===== src/inc/bst_regs.vh =====
`ifndef BST_REGS_VH
`define BST_REGS_VH

// ==========================================================
// Scan register layout
`define BST_IR_WIDTH      8
`define BST_IR_CAPTURE    8'h81
`define BST_IR_BYPASS     8'hff
`define BST_DR_WIDTH      8

// ==========================================================
// Output buffer
`define BST_FIFO_DEPTH    16
`define BST_FIFO_AW       4

// ==========================================================
// One-hot TAP states
`define BST_ST_RESET      16'h0001
`define BST_ST_IDLE       16'h0002
`define BST_ST_SELDR      16'h0004
`define BST_ST_CAPDR      16'h0008
`define BST_ST_SHDR       16'h0010
`define BST_ST_EX1DR      16'h0020
`define BST_ST_PAUSEDR    16'h0040
`define BST_ST_EX2DR      16'h0080
`define BST_ST_UPDR       16'h0100
`define BST_ST_SELIR      16'h0200
`define BST_ST_CAPIR      16'h0400
`define BST_ST_SHIR       16'h0800
`define BST_ST_EX1IR      16'h1000
`define BST_ST_PAUSEIR    16'h2000
`define BST_ST_EX2IR      16'h4000
`define BST_ST_UPIR       16'h8000

`endif


===== src/design/bst_tap.v =====
`timescale 1ns/100ps
// Functional notes
// - TDI, TMS and function inputs are sampled on rising TCK only.
// - TDO and function outputs change only on falling TCK.
// - 8-bit instruction register captures 10000001 leaving Capture-IR.
// - TDO starts driving on falling edge in Shift-IR or Shift-DR.
// - One instruction bit per rising edge; last bit shifts entering Exit1-IR.
// - TDO returns to high impedance on falling edge in Exit1 states.
// - Active instruction replaced on falling edge in Update-IR; in Test-Logic-Reset it is forced to bypass.
// - All-ones instruction selects bypass after update.
// - Bypass register loads 0 on rising edge leaving Capture-DR.
// - Selected data register updates on falling edge in Update-DR.
`include "bst_regs.vh"

// ==========================================================
// Buffer with registered head word
module bst_fifo #(
  parameter WIDTH = 8,
  parameter DEPTH = 16,
  parameter AW    = 4
) (
  // Clock and reset
  input  wire             mclk,
  input  wire             rst,
  // Fill side
  input  wire             inValid,
  output wire             inReady,
  input  wire [WIDTH-1:0] inData,
  // Drain side
  output reg              outValid,
  input  wire             outReady,
  output reg  [WIDTH-1:0] outData
);
  reg [WIDTH-1:0] mem [0:DEPTH-1];
  reg [AW-1:0]    wrPtr;
  reg [AW-1:0]    rdPtr;
  reg [AW:0]      count;
  wire            push;
  wire            load;
  wire            pop;

  assign inReady = (count != DEPTH[AW:0]);
  assign push    = inValid & inReady;
  assign pop     = outValid & outReady;
  assign load    = (~outValid | pop) & (count != {(AW+1){1'b0}});

  always @(posedge mclk)
  begin
    if (push)
      mem[wrPtr] <= inData;
  end

  always @(posedge mclk or posedge rst)
  begin
    if (rst)
    begin
      wrPtr    <= {AW{1'b0}};
      rdPtr    <= {AW{1'b0}};
      count    <= {(AW+1){1'b0}};
      outValid <= 1'b0;
      outData  <= {WIDTH{1'b0}};
    end
    else
    begin
      if (push)
        wrPtr <= wrPtr + 1'b1;
      if (load)
      begin
        outData  <= mem[rdPtr];
        rdPtr    <= rdPtr + 1'b1;
        outValid <= 1'b1;
      end
      else if (pop)
        outValid <= 1'b0;
      if (push && !load)
        count <= count + 1'b1;
      else if (load && !push)
        count <= count - 1'b1;
    end
  end
endmodule // bst_fifo

// ==========================================================
// Test access port, sampled on the system clock
module bst_tap (
  // Clock and reset
  input  wire                     mclk,
  input  wire                     rst,
  // Scan pins
  input  wire                     tck,
  input  wire                     tms,
  input  wire                     tdi,
  output reg                      tdo,
  output reg                      tdoOe_n,
  // Function pins
  input  wire [`BST_DR_WIDTH-1:0] pinIn,
  output reg  [`BST_DR_WIDTH-1:0] pinOut,
  // Status
  output reg                      bypassSel,
  output reg                      wordPending,
  // Updated words toward user logic
  output wire                     wordValid,
  input  wire                     wordReady,
  output wire [`BST_DR_WIDTH-1:0] wordData
);
  localparam ST_RESET   = `BST_ST_RESET;
  localparam ST_IDLE    = `BST_ST_IDLE;
  localparam ST_SELDR   = `BST_ST_SELDR;
  localparam ST_CAPDR   = `BST_ST_CAPDR;
  localparam ST_SHDR    = `BST_ST_SHDR;
  localparam ST_EX1DR   = `BST_ST_EX1DR;
  localparam ST_PAUSEDR = `BST_ST_PAUSEDR;
  localparam ST_EX2DR   = `BST_ST_EX2DR;
  localparam ST_UPDR    = `BST_ST_UPDR;
  localparam ST_SELIR   = `BST_ST_SELIR;
  localparam ST_CAPIR   = `BST_ST_CAPIR;
  localparam ST_SHIR    = `BST_ST_SHIR;
  localparam ST_EX1IR   = `BST_ST_EX1IR;
  localparam ST_PAUSEIR = `BST_ST_PAUSEIR;
  localparam ST_EX2IR   = `BST_ST_EX2IR;
  localparam ST_UPIR    = `BST_ST_UPIR;

  // ==========================================================
  // Pin synchronisers
  reg  [2:0]               syncA;
  reg  [2:0]               syncB;
  reg  [`BST_DR_WIDTH-1:0] pinA;
  reg  [`BST_DR_WIDTH-1:0] pinB;
  reg                      tckPrev;
  wire                     tckS;
  wire                     tmsS;
  wire                     tdiS;
  wire                     tckRise;
  wire                     tckFall;

  assign tckS    = syncB[2];
  assign tmsS    = syncB[1];
  assign tdiS    = syncB[0];
  assign tckRise = tckS & ~tckPrev;
  assign tckFall = ~tckS & tckPrev;

  always @(posedge mclk or posedge rst)
  begin
    if (rst)
    begin
      syncA   <= 3'h0;
      syncB   <= 3'h0;
      pinA    <= {`BST_DR_WIDTH{1'b0}};
      pinB    <= {`BST_DR_WIDTH{1'b0}};
      tckPrev <= 1'b0;
    end
    else
    begin
      syncA   <= {tck, tms, tdi};
      syncB   <= syncA;
      pinA    <= pinIn;
      pinB    <= pinA;
      tckPrev <= tckS;
    end
  end

  // ==========================================================
  // Controller state graph
  reg  [15:0] state;
  reg  [15:0] next_state;

  always @*
  begin
    case (state)
      ST_RESET:   next_state = tmsS ? ST_RESET : ST_IDLE;
      ST_IDLE:    next_state = tmsS ? ST_SELDR : ST_IDLE;
      ST_SELDR:   next_state = tmsS ? ST_SELIR : ST_CAPDR;
      ST_CAPDR:   next_state = tmsS ? ST_EX1DR : ST_SHDR;
      ST_SHDR:    next_state = tmsS ? ST_EX1DR : ST_SHDR;
      ST_EX1DR:   next_state = tmsS ? ST_UPDR : ST_PAUSEDR;
      ST_PAUSEDR: next_state = tmsS ? ST_EX2DR : ST_PAUSEDR;
      ST_EX2DR:   next_state = tmsS ? ST_UPDR : ST_SHDR;
      ST_UPDR:    next_state = tmsS ? ST_SELDR : ST_IDLE;
      ST_SELIR:   next_state = tmsS ? ST_RESET : ST_CAPIR;
      ST_CAPIR:   next_state = tmsS ? ST_EX1IR : ST_SHIR;
      ST_SHIR:    next_state = tmsS ? ST_EX1IR : ST_SHIR;
      ST_EX1IR:   next_state = tmsS ? ST_UPIR : ST_PAUSEIR;
      ST_PAUSEIR: next_state = tmsS ? ST_EX2IR : ST_PAUSEIR;
      ST_EX2IR:   next_state = tmsS ? ST_UPIR : ST_SHIR;
      ST_UPIR:    next_state = tmsS ? ST_SELDR : ST_IDLE;
      default:    next_state = ST_RESET;
    endcase
  end

  // ==========================================================
  // Rising-edge work: state, capture and shift
  reg  [`BST_IR_WIDTH-1:0] irShift;
  reg  [`BST_DR_WIDTH-1:0] drShift;
  reg                      bypassBit;
  wire                     fifoReady;

  always @(posedge mclk or posedge rst)
  begin
    if (rst)
    begin
      state     <= ST_RESET;
      irShift   <= `BST_IR_CAPTURE;
      drShift   <= {`BST_DR_WIDTH{1'b0}};
      bypassBit <= 1'b0;
    end
    else if (tckRise)
    begin
      state <= next_state;
      if (state == ST_CAPIR)
        irShift <= `BST_IR_CAPTURE;
      else if (state == ST_SHIR)
        irShift <= {tdiS, irShift[`BST_IR_WIDTH-1:1]};
      if (state == ST_CAPDR)
      begin
        bypassBit <= 1'b0;
        drShift   <= pinB;
      end
      else if (state == ST_SHDR)
      begin
        bypassBit <= tdiS;
        drShift   <= {tdiS, drShift[`BST_DR_WIDTH-1:1]};
      end
    end
  end

  // ==========================================================
  // Falling-edge work: TDO, instruction and data update
  reg  [`BST_DR_WIDTH-1:0] pendWord;

  // A word updated while the buffer is full waits here; a later update
  // overwrites it, since the scan clock cannot be held back.
  always @(posedge mclk or posedge rst)
  begin
    if (rst)
    begin
      tdo         <= 1'b1;
      tdoOe_n     <= 1'b1;
      bypassSel   <= 1'b1;
      pinOut      <= {`BST_DR_WIDTH{1'b0}};
      pendWord    <= {`BST_DR_WIDTH{1'b0}};
      wordPending <= 1'b0;
    end
    else
    begin
      if (wordPending && fifoReady)
        wordPending <= 1'b0;
      if (tckFall)
      begin
        if (state == ST_SHIR)
        begin
          tdo     <= irShift[0];
          tdoOe_n <= 1'b0;
        end
        else if (state == ST_SHDR)
        begin
          tdo     <= bypassSel ? bypassBit : drShift[0];
          tdoOe_n <= 1'b0;
        end
        else
          tdoOe_n <= 1'b1;
        if (state == ST_RESET)
          bypassSel <= 1'b1;
        else if (state == ST_UPIR)
          bypassSel <= (irShift == `BST_IR_BYPASS);
        if (state == ST_UPDR && !bypassSel)
        begin
          pinOut      <= drShift;
          pendWord    <= drShift;
          wordPending <= 1'b1;
        end
      end
    end
  end

  // ==========================================================
  // Updated-word buffer
  bst_fifo #(
    .WIDTH (`BST_DR_WIDTH),
    .DEPTH (`BST_FIFO_DEPTH),
    .AW    (`BST_FIFO_AW)
  ) uFifo (
    .mclk     (mclk),
    .rst      (rst),
    .inValid  (wordPending),
    .inReady  (fifoReady),
    .inData   (pendWord),
    .outValid (wordValid),
    .outReady (wordReady),
    .outData  (wordData)
  );
endmodule // bst_tap


===== config.mk =====
export PLATFORM = sky130hd
export DESIGN_NAME = bst_tap
export DESIGN_NICKNAME = d
export VERILOG_FILES = /design/src/design/bst_tap.v
export VERILOG_INCLUDE_DIRS = /design/src /design/src/inc
export SDC_FILE = /design/constraint.sdc
export NUM_CORES = 1
export LEC_CHECK = 0
export ABC_AREA = 1
export BUFFER_PORTS_ARGS = -buffer_cell sky130_fd_sc_hd__buf_2
export CAP_MARGIN = 20
export CORE_MARGIN = 4
export CORE_UTILIZATION = 55
export CTS_CLUSTER_SIZE = 14
export DETAILED_ROUTE_END_ITERATION = 8
export PLACE_DENSITY = 0.69
export SETUP_SLACK_MARGIN = 0.2
export SLEW_MARGIN = 25
export SYNTH_ARGS = -nofsm -noshare
export SYNTH_HDL_FRONTEND = slang
export SYNTH_HIERARCHICAL = 1
export SYNTH_SLANG_ARGS = --single-unit
export TNS_END_PERCENT = 30

===== constraint.sdc =====
create_clock -name mclk -period 7.45 [get_ports mclk]
set_clock_uncertainty 0.15 [all_clocks]
set_input_delay 1.1175 -clock mclk [delete_from_list [all_inputs] [get_ports mclk]]
set_output_delay 1.1175 -clock mclk [all_outputs]
set_load 0.1 [all_outputs]

After elaboration in Yosys (flattened, before gate mapping)
Memories as Yosys holds them, arrays and structs flattened. A register that Yosys moved wholly into a read port is not among the register bits.
Cells that the tools add are included.
W data, S select, Z words.

storage, ports and cells
  RAM bits = 128
  register bits = 82
  output and inout bits = 21
  word-level logic and storage cells = 107
  memories = 1

memories
  name       words  width  read ports  clocked after memory_dff  wr ports  line          RTL
  uFifo.mem  16     8      1           1                         1         bst_tap.v:34  reg [WIDTH-1:0] mem [0:DEPTH-1];

cells by class
  muxes and demuxes = 35
  bitwise logic cells = 9
  equal/unequal tests = 18
  add/sub/neg operators = 4
  reduce and logical (&&, ||, !) cells = 22

operators by type and width
  kind                    count
  $pmux W16 S12           1
  $mux W8                 5
  $mux W16                2
  $mux W9                 2
  $eq A16 B1 Y1 const B   1
  $eq A16 B10 Y1 const B  1
  $eq A16 B11 Y1 const B  1
  $eq A16 B12 Y1 const B  1
  $eq A16 B13 Y1 const B  1
  $eq A16 B14 Y1 const B  1
  $eq A16 B15 Y1 const B  1
  $eq A16 B16 Y1 const B  1
  $eq A16 B2 Y1 const B   1
  $eq A16 B3 Y1 const B   1
  $eq A16 B4 Y1 const B   1
  $eq A16 B5 Y1 const B   1
  $eq A16 B6 Y1 const B   1
  $eq A16 B7 Y1 const B   1
  $eq A16 B8 Y1 const B   1
  $eq A16 B9 Y1 const B   1
  $mux W1                 16
  $mux W15                1
  $mux W13                1
  $reduce_bool A2 Y1      6
  other kinds (20)        38

Depth between registers and ports, before layout
Gate-level depths: netlist of run 1.

  word-level depth = 6
  mapped depth = 13
  depth with buffers taken out = 13

By module
Netlist of run 1, hierarchy kept.

modules (own cells, without submodules)
  module    area an instance (um^2)  cells each  times used  seq. area each (um^2)
  bst_fifo  6698.9                   671         1           4394.2
  bst_tap   3056.7                   326         1           1709.1

Worst setup path after synthesis of run 1
No wires, ideal clock.

  path kind = input to register
  start point = input port wordReady
  end point = register uFifo.count[4]
  setup time = 83 ps
  buffers on the path = 1
  slack = 4541 ps
  stages = 13
  arrival time = 2676 ps
  cell sequence = inv_1 -> nand2_1 -> nand2_2 -> buf_4 -> ha_1 -> inv_1 -> fa_1 -> nand2_1 -> nand2_1 -> a21oi_1 -> xor2_1 -> nand2_1 -> o21ai_0

on the way
  word-level cells in the longest chain between the ends = 6

ends and longest elaborated chain
  item                                                  line           RTL
  start: declaration                                    bst_tap.v:103  input wire wordReady,
  $and A1 B1 Y1 *                                       bst_tap.v:44   assign pop = outValid & outReady;
  $or A1 B1 Y1 *                                        bst_tap.v:45   assign load = (~outValid | pop) & (count != {(AW+1){1'b0}});
  $and A1 B1 Y1 *                                       bst_tap.v:45
  $logic_not A1 Y1                                      bst_tap.v:75   if (push && !load)
  $logic_and A1 B1 Y1                                   bst_tap.v:75
  $mux W5 / $reduce_bool A2 Y1 (equally long branches)  -
  end signal: assignment                                bst_tap.v:59   count <= {(AW+1){1'b0}};
  end signal: assignment                                bst_tap.v:76   count <= count + 1'b1;
  end signal: assignment                                bst_tap.v:78   count <= count - 1'b1;
  end: declaration                                      bst_tap.v:37   reg [AW:0] count;

Every way passes the cells marked *; elsewhere a longest branch is shown, timed or not.
A chain may end at the register's enable or synchronous reset.

==> results of run 1 <==
## flip-flops by register name, indices dropped and copies added, names as in the netlist, 5 cells and up
register / count
pinA: 8
drShift: 8
pinB: 8
uFifo/mem: 128
state: 16
uFifo/count: 5
uFifo/outData: 8
pendWord: 8
irShift: 8
## how the worst min path moves through the flow
stage,from,endpoint,slack [ns],cells past startpoint
global route,pinA[7],pinB[7],0.20,0
floorplan,pinA[0],pinB[0],0.18,0
finish,pinA[7],pinB[7],0.20,0
detailed placement,syncA[2],syncB[2],0.19,0
CTS,syncA[2],syncB[2],0.20,0
global placement,pinA[1],pinB[1],0.18,0
## cell usage after synthesis, types with 5 or more instances
cell / instances
nand2_2: 8
dfrtp_1: 84
nand2_4: 6
nand4_1: 5
nor2_2: 6
nor3_1: 17
edfxtp_1: 128
dfstp_2: 6
o21ai_2: 8
o21ai_0: 28
buf_2: 19
inv_1: 151
nand3_1: 109
buf_4: 8
o21ai_1: 16
ha_1: 9
nand2_1: 308
nor2_1: 32
## cell usage in the layout, fill, tap and decap left out, drive strengths merged
cell type / synthesis / routed
a21oi: 5 / 5
a22oi: 1 / 1
and2: 1 / 1
buf: 32 / 52
clkbuf: 3 / 36
clkinv: 1 / 6
clkinvlp: 0 / 1
dfrtp: 84 / 84
dfstp: 6 / 6
edfxtp: 128 / 128
fa: 1 / 1
ha: 9 / 9
inv: 156 / 155
mux2: 1 / 1
nand2: 322 / 322
nand3: 111 / 111
nand4: 5 / 5
nor2: 43 / 43
nor3: 20 / 20
nor4: 1 / 1
o211ai: 1 / 1
o21ai: 52 / 52
o22a: 1 / 1
o22ai: 6 / 6
xnor2: 3 / 3
xor2: 4 / 4
## layout make-up
class,instances,area (um2),share of cell area (%)
Clock inverter,5,27.53,0.2536
Clock buffer,36,669.4,6.166
Tap cell,225,281.5,2.593
Multi-Input combinational cell,587,2873,26.46
Inverter,157,594.3,5.475
Timing Repair Buffer,52,305.3,2.812
Sequential cell,218,6105,56.24
## report_power, final
| part | internal (W) | switching, W |
|---|---|---|
| clock | 0.000616 | 0.000438 |
| sequential | 0.00134 | 0.0000501 |
| combinational | 0.000266 | 0.000773 |
| total | 0.00222 | 0.00126 |
## through the flow
step                util, %  hold slack, ns
floorplan                 -          0.1812
global placement      58.43          0.1817
detailed placement    58.53          0.1855
CTS                   62.54          0.1980
global route          62.54          0.2034
finish                62.54          0.1974
## cells by family after synthesis
logic type,count (synthesis)
AOI/OAI and AO/OA,66
muxes,1
and+or+nand+nor,503
xor gates and xnor gates,7
adders and majority gates,10
buffers and inverters,192
DFF,218
## routing by layer
metal  global-route usage [%]  vias to the layer above  routed length (um)
li1                         -                     3270                   -
met3                    2.985                       43                1108
met4                    6.374                        0                 570
met5                        0                        -                   0
met2                    34.64                      193                9671
met1                    29.42                     3049                8967
==> summary.md, run 1 <==
| Metric | Value |
|---|---|
| Die Y | ~140 um |
| Initial antenna violation count | 0 |
| Routed vias/inst | slightly above 5 |
| Final hold violations | 0 |
| DRC | 0 |
| CTS tree | done |
| Fin area | 0.01086 mm2 |
| Pwr dens | 320.9 mW/mm2 |
| Final setup fails | 0 |
| Yosys warning total | 6 |
| Slowest-stage cell, CP | dfrtp_1 |
| Cell variety after synth | 42 |
| TritonRoute pass-1 iters | 5 |
| Cell count after placement | ~1,200 |
| Die width | ~140 um |
| # diodes | 0 |
| DP HPWL | around 13,000 um |
| Area after DPL | about 0.010 mm2 |
| Most used DFF post-synth | edfxtp_1 |
| FILL cells | 1,443 |
| Sequential share of the synthesized area | between 60% and 70% |
| Synth Area in XOR/XNOR | 0.6284% |
| Ranking of synthesized cells by area | edfxtp_1 (39%), dfrtp_1 (22%), nand2_1 (12%), inv_1 (5.8%), nand3_1 (5.6%) |
| Final Worst Setup Slack | about 4.3 ns |
| Max cap viols | 0 |
| Clk sinks | 218 |
| Status | complete, no violations |
| Final ANT Viol Nets | 0 |
| Share of post-route cells with drive strength above 1 | approximately 14% |
| CTS Hold Bufs | 0 |
| Reg2reg path depth | 13 |
| Final-stage net count | around 1,100 |
| Fin crit period | roughly 3.2 ns |
| GRT Residual Overflow | 0 |
| Adder-cell share of the synthesized area | under 10% |
| Total Routing Usage GR | a little over a fifth |
| CTS buffer count | 23 |
| Post-Synth Simple-Gate Area | a little under a quarter |
| Post-CTS setup buffers | 0 |
| Initial DRC count | about 440 |
| Multiplexer share of the synthesized area | 0.1154% |
| Core footprint | between 0.015 and 0.02 mm2 |
| Critical R2R Launch | uFifo/count[1] |
| Clock slew at reported path FFs | 0.06 ns |
| Synth async-reset ratio | between 40% and 50% |
| Max-slew headroom | between 30% and 40% |
| Final GP Congestion | about 0.86 |
| Power Total | between 0.003 and 0.004 W |
| Synth Register Bits | roughly 220 |
| Routed vias | around 6,600 |
| CP Data Arrival Time | 1.92 ns |
| Post-synth EDFFs | 128 |
| Nature of the critical path endpoint | output port |
| Synth top area share | 39.40% |
| Leakage | between 4 and 5 nW |
| Setup WS pre-CTS | 4.300 ns |
| VDD IR-drop max | 0.4118 mV |
| Syn_area_per_cell | 9.785 um2 |
| Cell depth of the worst setup path | 1 |
| Worst setup path end | pinOut[1] |
| Pin count of the biggest net entering global routing | just under 70 |
| Port Buffer Count | 34 |
| R2r setup slk | between 4 and 5 ns |
| Family with the most delay on the worst path | flip-flops |
| Worst-skew pair later-pin latency | around 0.51 ns |
| Cell taking the most area after synthesis | edfxtp_1 |
| DR WL/cell | around 16 um |
| Number of H-tree levels | 1 |
| Fin crit share | 42.75% |
| Global-route wire length before repair | around 33,000 um |
| Critical-path cell list | buf_2 |
| Post-Synthesis Cell Area | 0.009756 mm2 |
| Post-CTS sizing | 0 |
| CTS root buf | clkbuf_16 |
| RSZ-0062 raised after global routing | false |
| Max frequency | about 0.31 GHz |
| Compound-Gate Fraction of Synth Area | slightly above 4% |
| Post-Syn Instances | between 900 and 1,000 |
| Startpoint Class | flip-flop |
| # IOs | 35 |
| Drt total wl | approximately 20,000 um |
| RR Endpoint | uFifo/count[4] |
| Synth-to-Final Area Change | 11.27% |
| Die footprint | 0.01993 mm2 |
| Worst path required time | 6.18 ns |
| Non-filler cells in the finished layout | 1,280 |
| Max-slew violation count | 0 |
| Largest family of logic cells by synthesized area | simple AND/OR/NAND/NOR gates |
| CTS Buffer Depth | 3 |
| Critical path origin | pendWord[1] |
| CP Max Fanout | 18 |
| Post-synth net total | about 1,000 |
| Biggest cell delay along the critical path | approximately 0.85 ns |
| Vias in the first global route | between 6,000 and 7,000 |
| Buf+Inv Stages, Crit Path | 1 |
| # rows | 48 |
| Setup TNS Final | 0 ns |
| Initial Util | a little under three fifths |
| CP Class | flip-flop to output port |
| Worst hold path class | flip-flop to flip-flop |
| Slew @ Worst Pin | approximately 0.94 ns |
No activity file was read; power rests on OpenSTA's default activity.
==> inputs of run 2 (changes only) <==
--- a/config.mk
+++ b/config.mk
@@ -6,14 +6,14 @@
 export SDC_FILE = /design/constraint.sdc
 export NUM_CORES = 1
 export LEC_CHECK = 0
-export ABC_AREA = 1
+export ABC_AREA = 0
 export BUFFER_PORTS_ARGS = -buffer_cell sky130_fd_sc_hd__buf_2
 export CAP_MARGIN = 20
 export CORE_MARGIN = 4
 export CORE_UTILIZATION = 55
 export CTS_CLUSTER_SIZE = 14
 export DETAILED_ROUTE_END_ITERATION = 8
-export PLACE_DENSITY = 0.69
+export PLACE_DENSITY = 0.72
 export SETUP_SLACK_MARGIN = 0.2
 export SLEW_MARGIN = 25
 export SYNTH_ARGS = -nofsm -noshare
==> constraint.sdc (replaced) <==
create_clock -name mclk -period 2.9 [get_ports mclk]
set_clock_uncertainty 0.15 [all_clocks]
set_input_delay 0.435 -clock mclk [delete_from_list [all_inputs] [get_ports mclk]]
set_output_delay 0.435 -clock mclk [all_outputs]
set_load 0.1 [all_outputs]
==> run 2 against run 1 <==
  * Cell count decreased by 30%
  * Sequential power grew to 2.7 times the previous value
  * Die area is 6.8% lower
  * Synthesized cell count is 41% lower
  * Critical path depth up 8
  * Hold slack worse by 0.067 ns
  * Total power is 140% higher
  * Utilization grew 3.3 points
  * Register-to-register slack got worse by 4.1 ns
  * Global-route usage shrank 0.59 points
  * Via count is 20% lower
  * Clock power rose to 2.7 times the previous value
==> summary.md, run 2 <==
| Metric | Value |
|---|---|
| Yosys warning total | 6 |
| R2r setup slk | 0.24 ns |
| Most common cell after layout, fill and taps aside | edfxtp_1 |
| Routed vias/inst | between 5 and 6 |
| FILL cells | between 1,000 and 1,500 |
| Power Total | 0.008503 W |
| Worst hold path class | primary input to flip-flop |
| Number of H-tree levels | 1 |
| Post-Syn Instances | 587 |
| Synth top area share | about 42% |
| Final-stage net count | roughly 700 |
| Die Y | about 140 um |
| Post-synth net total | 611 |
| Share of post-route cells with drive strength above 1 | around a quarter |
| GRT Residual Overflow | 0 |
| Core footprint | 0.01600 mm2 |
| Startpoint Class | flip-flop |
| Worst-skew pair later-pin latency | ~0.50 ns |
| Final GP Congestion | slightly below 0.9 |
| Routed vias | roughly 5,200 |
| Biggest cell delay along the critical path | 0.56 ns |
| CTS Buffer Depth | 3 |
| Critical-path cell list | or4_4 -> o21ai_4 -> ha_4 -> inv_4 -> fa_2 -> a21o_1 -> a21oi_2 -> mux2i_1 -> xnor2_1 |
| Total Routing Usage GR | 20.48% |
| Biggest register | uFifo/mem |
| Cell variety after synth | 55 |
| Critical R2R Launch | uFifo/count[0] |
| CP Class | flip-flop to flip-flop |
| Initial DRC count | ~300 |
| Initial antenna violation count | 0 |
| Slew @ Worst Pin | between 0.8 and 0.9 ns |
| Vias in the first global route | between 5,000 and 6,000 |
| Synth Register Bits | ~220 |
| Nature of the critical path endpoint | flip-flop |
| Worst Hold Depth | 3 |
| # IOs | 35 |
| TritonRoute pass-1 iters | 6 |
| # rows | between 40 and 50 |
| Synth-to-Final Area Change | 16.26% |
| Global-route wire length before repair | approximately 29,000 um |
| Port Buffer Count | 34 |
| Status | complete, no violations |
| DR WL/cell | 20.18 um |
| Max-slew violation count | 0 |
| Die width | 136.3 um |
| CP Data Arrival Time | between 2 and 3 ns |
| Die footprint | about 0.019 mm2 |
| Fin crit period | around 2.7 ns |
| Commonest cells post-synth | edfxtp_1 (128), dfrtp_1 (84), nand2_1 (38) |
| Hold Path Origin | wordReady |
| Util after Layout | 65.81% |
| Post-Synthesis Cell Area | a little over 0.009 mm2 |
| Reg2reg path depth | 9 |
| Most common cell in the netlist | edfxtp_1 |
| Clock slew at reported path FFs | around 0.060 ns |
| Initial Util | around 57% |
| Sequential share of the synthesized area | between 60% and 70% |
| Leakage | roughly 4.4 nW |
| Final setup fails | 0 |
| Non-filler cells in the finished layout | ~890 |
| CP Max Fanout | 5 |
| Pwr dens | 807.5 mW/mm2 |
| Syn_area_per_cell | 15.43 um2 |
| Setup TNS Final | 0 ns |
| Biggest registers after layout | uFifo/mem x128, state x16 |
| CTS tree | done |
| Most frequent cells in the layout | edfxtp_1 (128), dfrtp_1 (79), nand2_1 (38), buf_4 (38), buf_2 (34) |
| Cell taking the most area after synthesis | edfxtp_1 |
| Final ANT Viol Nets | 0 |
| Worst path required time | around 3.2 ns |
| Synth async-reset ratio | between 40% and 50% |
| Clk sinks | around 220 |
| CTS root buf | clkbuf_16 |
| VDD IR-drop max | 0.9421 mV |
| Fin crit share | just over 90% |
| Most used DFF post-synth | edfxtp_1 |
| DRC | 0 |
| RSZ-0062 raised after global routing | true |
| Slowest-stage cell, CP | or4_4 |
| Ranking of synthesized cells by area | edfxtp_1 (42%), dfrtp_1 (23%), mux4_2 (6.0%), mux4_1 (2.3%), mux2i_1 (2.0%) |
| RR Endpoint | uFifo/count[4] |
| Max cap viols | 0 |
| # diodes | 0 |
| Max frequency | about 0.38 GHz |
| Drt total wl | 18,010 um |
| Post-synth EDFFs | roughly 130 |
| CTS buffer count | 22 |
| Max-slew headroom | 41.32% |
| Max reg flops | ~130 |
| Final hold violations | 0 |
| Pin count of the biggest net entering global routing | 35 |
| Hold EP | uFifo/outValid |
| Cell count after placement | between 800 and 900 |
| DP HPWL | ~12,000 um |
==> run 2: cell count changes after synthesis, sizes merged, moves of 9 or more <==
| cell | previous run | this run |
|---|---|---|
| a21oi | 5 | 15 |
| mux2i | 0 | 18 |
| nand3 | 111 | 8 |
| mux4 | 0 | 32 |
| nand2 | 322 | 38 |
| a22o | 0 | 14 |
| nor2b | 0 | 11 |
| inv | 156 | 13 |
| nor2 | 43 | 29 |
| buf | 32 | 19 |
| clkbuf | 3 | 17 |
| o21ai | 52 | 33 |
| mux2 | 1 | 10 |
==> run 2: what timing repair did <==
| action | 4_1_cts | 5_1_grt |
|---|---|---|
| endpoints found under the setup margin | 0 | 3 |
| gates resized for setup | 0 | 5 |
| hold buffers | 12 | 0 |
| buffers inserted | 0 | 6 |
| hold endpoints to repair | 32 | 0 |
==> run 2: how the worst max path moves through the flow <==
stage                              start             end  slack, ns  cells past startpoint
after global routing      uFifo/count[0]  uFifo/count[4]       0.14                      9
final                     uFifo/count[0]  uFifo/count[4]       0.24                      9
after global placement    uFifo/count[0]  uFifo/count[4]       0.29                      9
after detailed placement  uFifo/count[0]  uFifo/count[4]       0.21                      9
after CTS                 uFifo/count[0]  uFifo/count[4]       0.20                      9
after floorplan           uFifo/count[0]  uFifo/count[4]       0.21                     10
==> run 2: kinds of logic after synthesis <==
kind of cell             synth area share (%)
flip-flops                              67.39
AND/OR/NAND/NOR                         8.496
AO/OA/AOI/OAI                           6.217
multiplexers                            11.85
buffers and inverters                   2.749
XOR/XNOR                                1.837
adder cells (fa/ha/maj)                 1.464
==> run 2: through the flow <==
stage	hold WS, ns	cell area, um2	setup WS, ns
after floorplan	0.1812	9104	0.2121
after global placement	0.1815	9599	0.2887
after detailed placement	0.1847	9599	0.2108
after CTS	0.1138	10460	0.2030
after global routing	0.1647	10530	0.1383
final	0.1308	10530	0.2351
==> run 2: per-layer routing <==
metal | vias to the layer above | share of wire (%) | global-route usage (%)
li1 | 2374 | - | -
met2 | 147 | 51 | 34.95
met4 | 0 | 2.3 | 5.543
met1 | 2661 | 43 | 27.99
met3 | 38 | 4.1 | 2.813
met5 | - | 0 | 0
==> run 2: where the power goes <==
part           switching [W]  leakage, nW  internal (W)
Sequential          0.000288         2.62       0.00344
Combinational        0.00118         1.41      0.000759
Clock                0.00110        0.367       0.00174
Total                0.00257         4.40       0.00594
==> run 2: area by class of cell <==
class / instances / area (um2) / share of cell area [%]
inverter: 13 / 51.30 / 0.4872
tap: 216 / 270.3 / 2.567
clock inverter: 7 / 88.84 / 0.8436
sequential: 218 / 6110 / 58.02
timing repair buffer: 85 / 595.6 / 5.656
multi-input combinational: 320 / 2761 / 26.22
clock buffer: 33 / 653.1 / 6.202
==> run 2: critical path: cells and delay by family (launching register included) <==
family	cells	cell delay, ns
mux	1	0.25
flops	1	0.41
compound gates	3	0.46
buf+inv	1	0.06
fa+ha+maj	2	0.56
xor+xnor	1	0.14
simple gates	1	0.56
==> inputs of run 3 (changes only) <==
--- a/config.mk
+++ b/config.mk
@@ -18,6 +18,5 @@
 export SLEW_MARGIN = 25
 export SYNTH_ARGS = -nofsm -noshare
 export SYNTH_HDL_FRONTEND = slang
-export SYNTH_HIERARCHICAL = 1
 export SYNTH_SLANG_ARGS = --single-unit
 export TNS_END_PERCENT = 30
==> run 3 against run 2 <==
  * Sequential power decreased by 2%
  * Sequential cell count unchanged
  * First-iteration DRC count increased by 20%
  * Critical endpoint is now uFifo.count[4]
  * Largest cell class unchanged
  * Highest routed layer unchanged
==> summary.md, run 3 <==
| Metric | Value |
|---|---|
| Critical R2R Launch | uFifo.count[0] |
| Drt total wl | approximately 18,000 um |
| Cell taking the most area after synthesis | edfxtp_1 |
| Die Y | 135.3 um |
| Compound-Gate Fraction of Synth Area | between 7 and 8% |
| Synth-to-Final Area Change | 17.34% |
| # IOs | 35 |
| Largest family of logic cells by synthesized area | multiplexers |
| Sw Ratio | about 30% |
| RSZ-0062 raised after global routing | false |
| VDD IR-drop max | about 0.75 mV |
| Util after Layout | around 66% |
| Worst-skew pair later-pin latency | around 0.50 ns |
| Biggest registers after layout | uFifo.mem x128, state x16 |
| Global-route wire length before repair | 28,230 um |
| Share of post-route cells with drive strength above 1 | a little over a quarter |
| Total Routing Usage GR | 19.89% |
| Post-synth EDFFs | about 130 |
| Adder-cell share of the synthesized area | under 10% |
| CTS Buffer Depth | 3 |
| Fin area | about 0.010 mm2 |
| Final GP Congestion | around 0.88 |
| Clk sinks | approximately 220 |
| Fin crit share | between 90% and 100% |
| Clock slew at reported path FFs | around 0.06 ns |
| Synth Area in XOR/XNOR | about 1.9% |
| Initial DRC count | between 300 and 400 |
| GRT Residual Overflow | 0 |
| Biggest cell delay along the critical path | between 0.4 and 0.5 ns |
| CTS tree | done |
| Worst hold path class | flip-flop to flip-flop |
| Vias in the first global route | approximately 5,200 |
| Synth Register Bits | roughly 220 |
| Critical Path Most Common Cell | a21oi_2 |
| Final-stage net count | 692 |
| Most used DFF post-synth | edfxtp_1 |
| Startpoint Class | flip-flop |
| DR WL/cell | ~20 um |
| Die width | about 140 um |
| Syn_area_per_cell | between 15 and 20 um2 |
| Max-slew violation count | 0 |
| Number of H-tree levels | 1 |
| Post-synth net total | 616 |
| Nature of the critical path endpoint | flip-flop |
| Routed vias/inst | just under 6 |
| Synth top area share | a little over two fifths |
| Family with the most delay on the worst path | simple AND/OR/NAND/NOR gates |
| Pwr dens | 814.2 mW/mm2 |
| Most frequent cells in the layout | edfxtp_1 (128), dfrtp_1 (81), nand2_1 (42) |
| Area after DPL | about 0.0095 mm2 |
| Slew @ Worst Pin | a little under 0.8 ns |
| Commonest cells post-synth | edfxtp_1 (128), dfrtp_1 (84), nand2_1 (42) |
| # diodes | 0 |
| Most common cell in the netlist | edfxtp_1 |
| Sequential share of the synthesized area | between 60% and 70% |
| Multiplexer share of the synthesized area | 10.51% |
| Initial Util | between 50% and 60% |
| Critical-path cell list | nor4_4 -> nor2b_4 -> a21oi_2 -> inv_1 -> ha_2 -> inv_4 -> fa_2 -> a21o_1 -> a21oi_2 -> xnor2_1 -> nor2_1 -> xor2_1 |
| TritonRoute pass-1 iters | 5 |
| Port Buffer Count | 34 |
| Status | complete, no violations |
| Flop pwr share | 42.7% |
| Worst path required time | 3.12 ns |
| Biggest register | uFifo.mem |
| Ranking of synthesized cells by area | edfxtp_1 (43%), dfrtp_1 (24%), mux4_2 (6.1%), mux2_2 (2.7%), o21ai_0 (2.1%) |
| Final setup fails | 0 |
| DRC | 0 |
| # rows | 46 |
| Most common cell after layout, fill and taps aside | edfxtp_1 |
| CTS buffer count | 22 |
| Sw power | around 0.0026 W |
| Final ANT Viol Nets | 0 |
| Clock power frac | 33.0% |
| Yosys warning total | 0 |
| Max cap viols | 0 |
| Post-Syn Instances | about 590 |
| Die footprint | between 0.015 and 0.02 mm2 |
| Synth async-reset ratio | about two fifths |
| CP Data Arrival Time | around 2.9 ns |
| DP HPWL | approximately 12,000 um |
| Routed vias | between 5,000 and 6,000 |
| Final hold violations | 0 |
| Pin count of the biggest net entering global routing | 72 |
| Max frequency | 0.3757 GHz |
| Max reg flops | around 130 |
| Leakage | ~3.8 nW |
| Critical path origin | uFifo.count[0] |
| Max-slew headroom | roughly 48% |
| Buf+Inv Stages, Crit Path | 2 |
| CTS root buf | clkbuf_16 |
| Slowest-stage cell, CP | dfrtp_2 |
| P_int | ~0.006 W |
| Comb pwr share | around 24% |
| CP Max Fanout | 4 |
| Initial antenna violation count | 0 |
| Cell variety after synth | 56 |
| Post-Synth Simple-Gate Area | between 8 and 9% |
| CP Class | flip-flop to flip-flop |
| Hold Path Origin | pinA[2] |
| Post-Synthesis Cell Area | 0.008916 mm2 |
| Core footprint | about 0.016 mm2 |
| Power Total | 0.008518 W |
| Fin crit period | between 2 and 3 ns |
-- run 3: cell type report --
type	count	area [um2]
Fill cell	1107	5423
Multi-Input combinational cell	330	2684
Clock buffer	32	639.4
Inverter	8	36.28
Sequential cell	218	6107
Timing Repair Buffer	88	633.1
Tap cell	216	270.3
Clock inverter	8	92.59
-- run 3: worst register-to-register path, cell delays in order (launching register included) --
cell     delay, ns
dfrtp_2       0.45
nor4_4        0.32
nor2b_4       0.21
a21oi_2       0.04
inv_1         0.06
ha_2          0.21
inv_4         0.06
fa_2          0.37
a21o_1        0.18
a21oi_2       0.14
xnor2_1       0.13
nor2_1        0.08
xor2_1        0.13
-- run 3: metrics by stage --
| stage | setup slack [ns] | hold WS [ns] | setup TNS, ns | instances |
|---|---|---|---|---|
| finish | 0.2383 | 0.1972 | 0 | 900 |
| CTS | 0.1912 | 0.1976 | 0 | 894 |
| floorplan | -0.1376 | 0.1812 | -0.1376 | 592 |
| detailed placement | 0.03887 | 0.1847 | 0 | 839 |
| global placement | 0.1474 | 0.1845 | 0 | 839 |
| global route | 0.1015 | 0.2034 | 0 | 900 |
-- run 3: final timing paths --
check | endpoint | slack, ns | cells past startpoint
max | uFifo.count[4] | 0.24 | 12
max reg2reg | uFifo.count[4] | 0.24 | 12
min in group asynchronous | uFifo.count[0] | 0.37 | 3
max in group asynchronous | irShift[7] | 1.50 | 4
min | pinB[2] | 0.20 | 0
min reg2reg | pinB[2] | 0.20 | 0
-- run 3: cell families (layout without fill, tap and decap cells) --
| group | Yosys count | in the layout |
|---|---|---|
| flip-flops | 218 | 218 |
| buffers and inverters | 44 | 136 |
| AND/OR/NAND/NOR | 141 | 141 |
| adder cells (fa/ha/maj) | 10 | 10 |
| multiplexers | 61 | 61 |
| XOR/XNOR | 19 | 19 |
| AO/OA/AOI/OAI | 99 | 99 |
-- run 3: repair_timing --
action / in CTS / in global routing
setup buffers: 2 / 6
setup endpoints to repair: 1 / 1
pin swaps: 1 / 6
gates resized for setup: 4 / 8
hold buffers: 13 / 0
endpoints found under the hold margin: 31 / 0
-- run 3: power by group through the flow --
stage | sequential [W] | clock [W] | combinational (W)
global placement | 0.00366 | 0 | 0.00193
global route | 0.00366 | 0.00300 | 0.00225
finish | 0.00364 | 0.00281 | 0.00207
detailed placement | 0.00368 | 0 | 0.00196
CTS | 0.00362 | 0.00286 | 0.00202
floorplan | 0.00402 | 0 | 0.00122
-- run 3: per-layer routing --
metal	GRT usage [%]	vias up	part of all wire, %
met1	26.77	2642	43
li1	-	2389	-
met3	3.900	24	4.9
met4	5.711	0	2.2
met2	33.43	146	50
met5	0	-	0
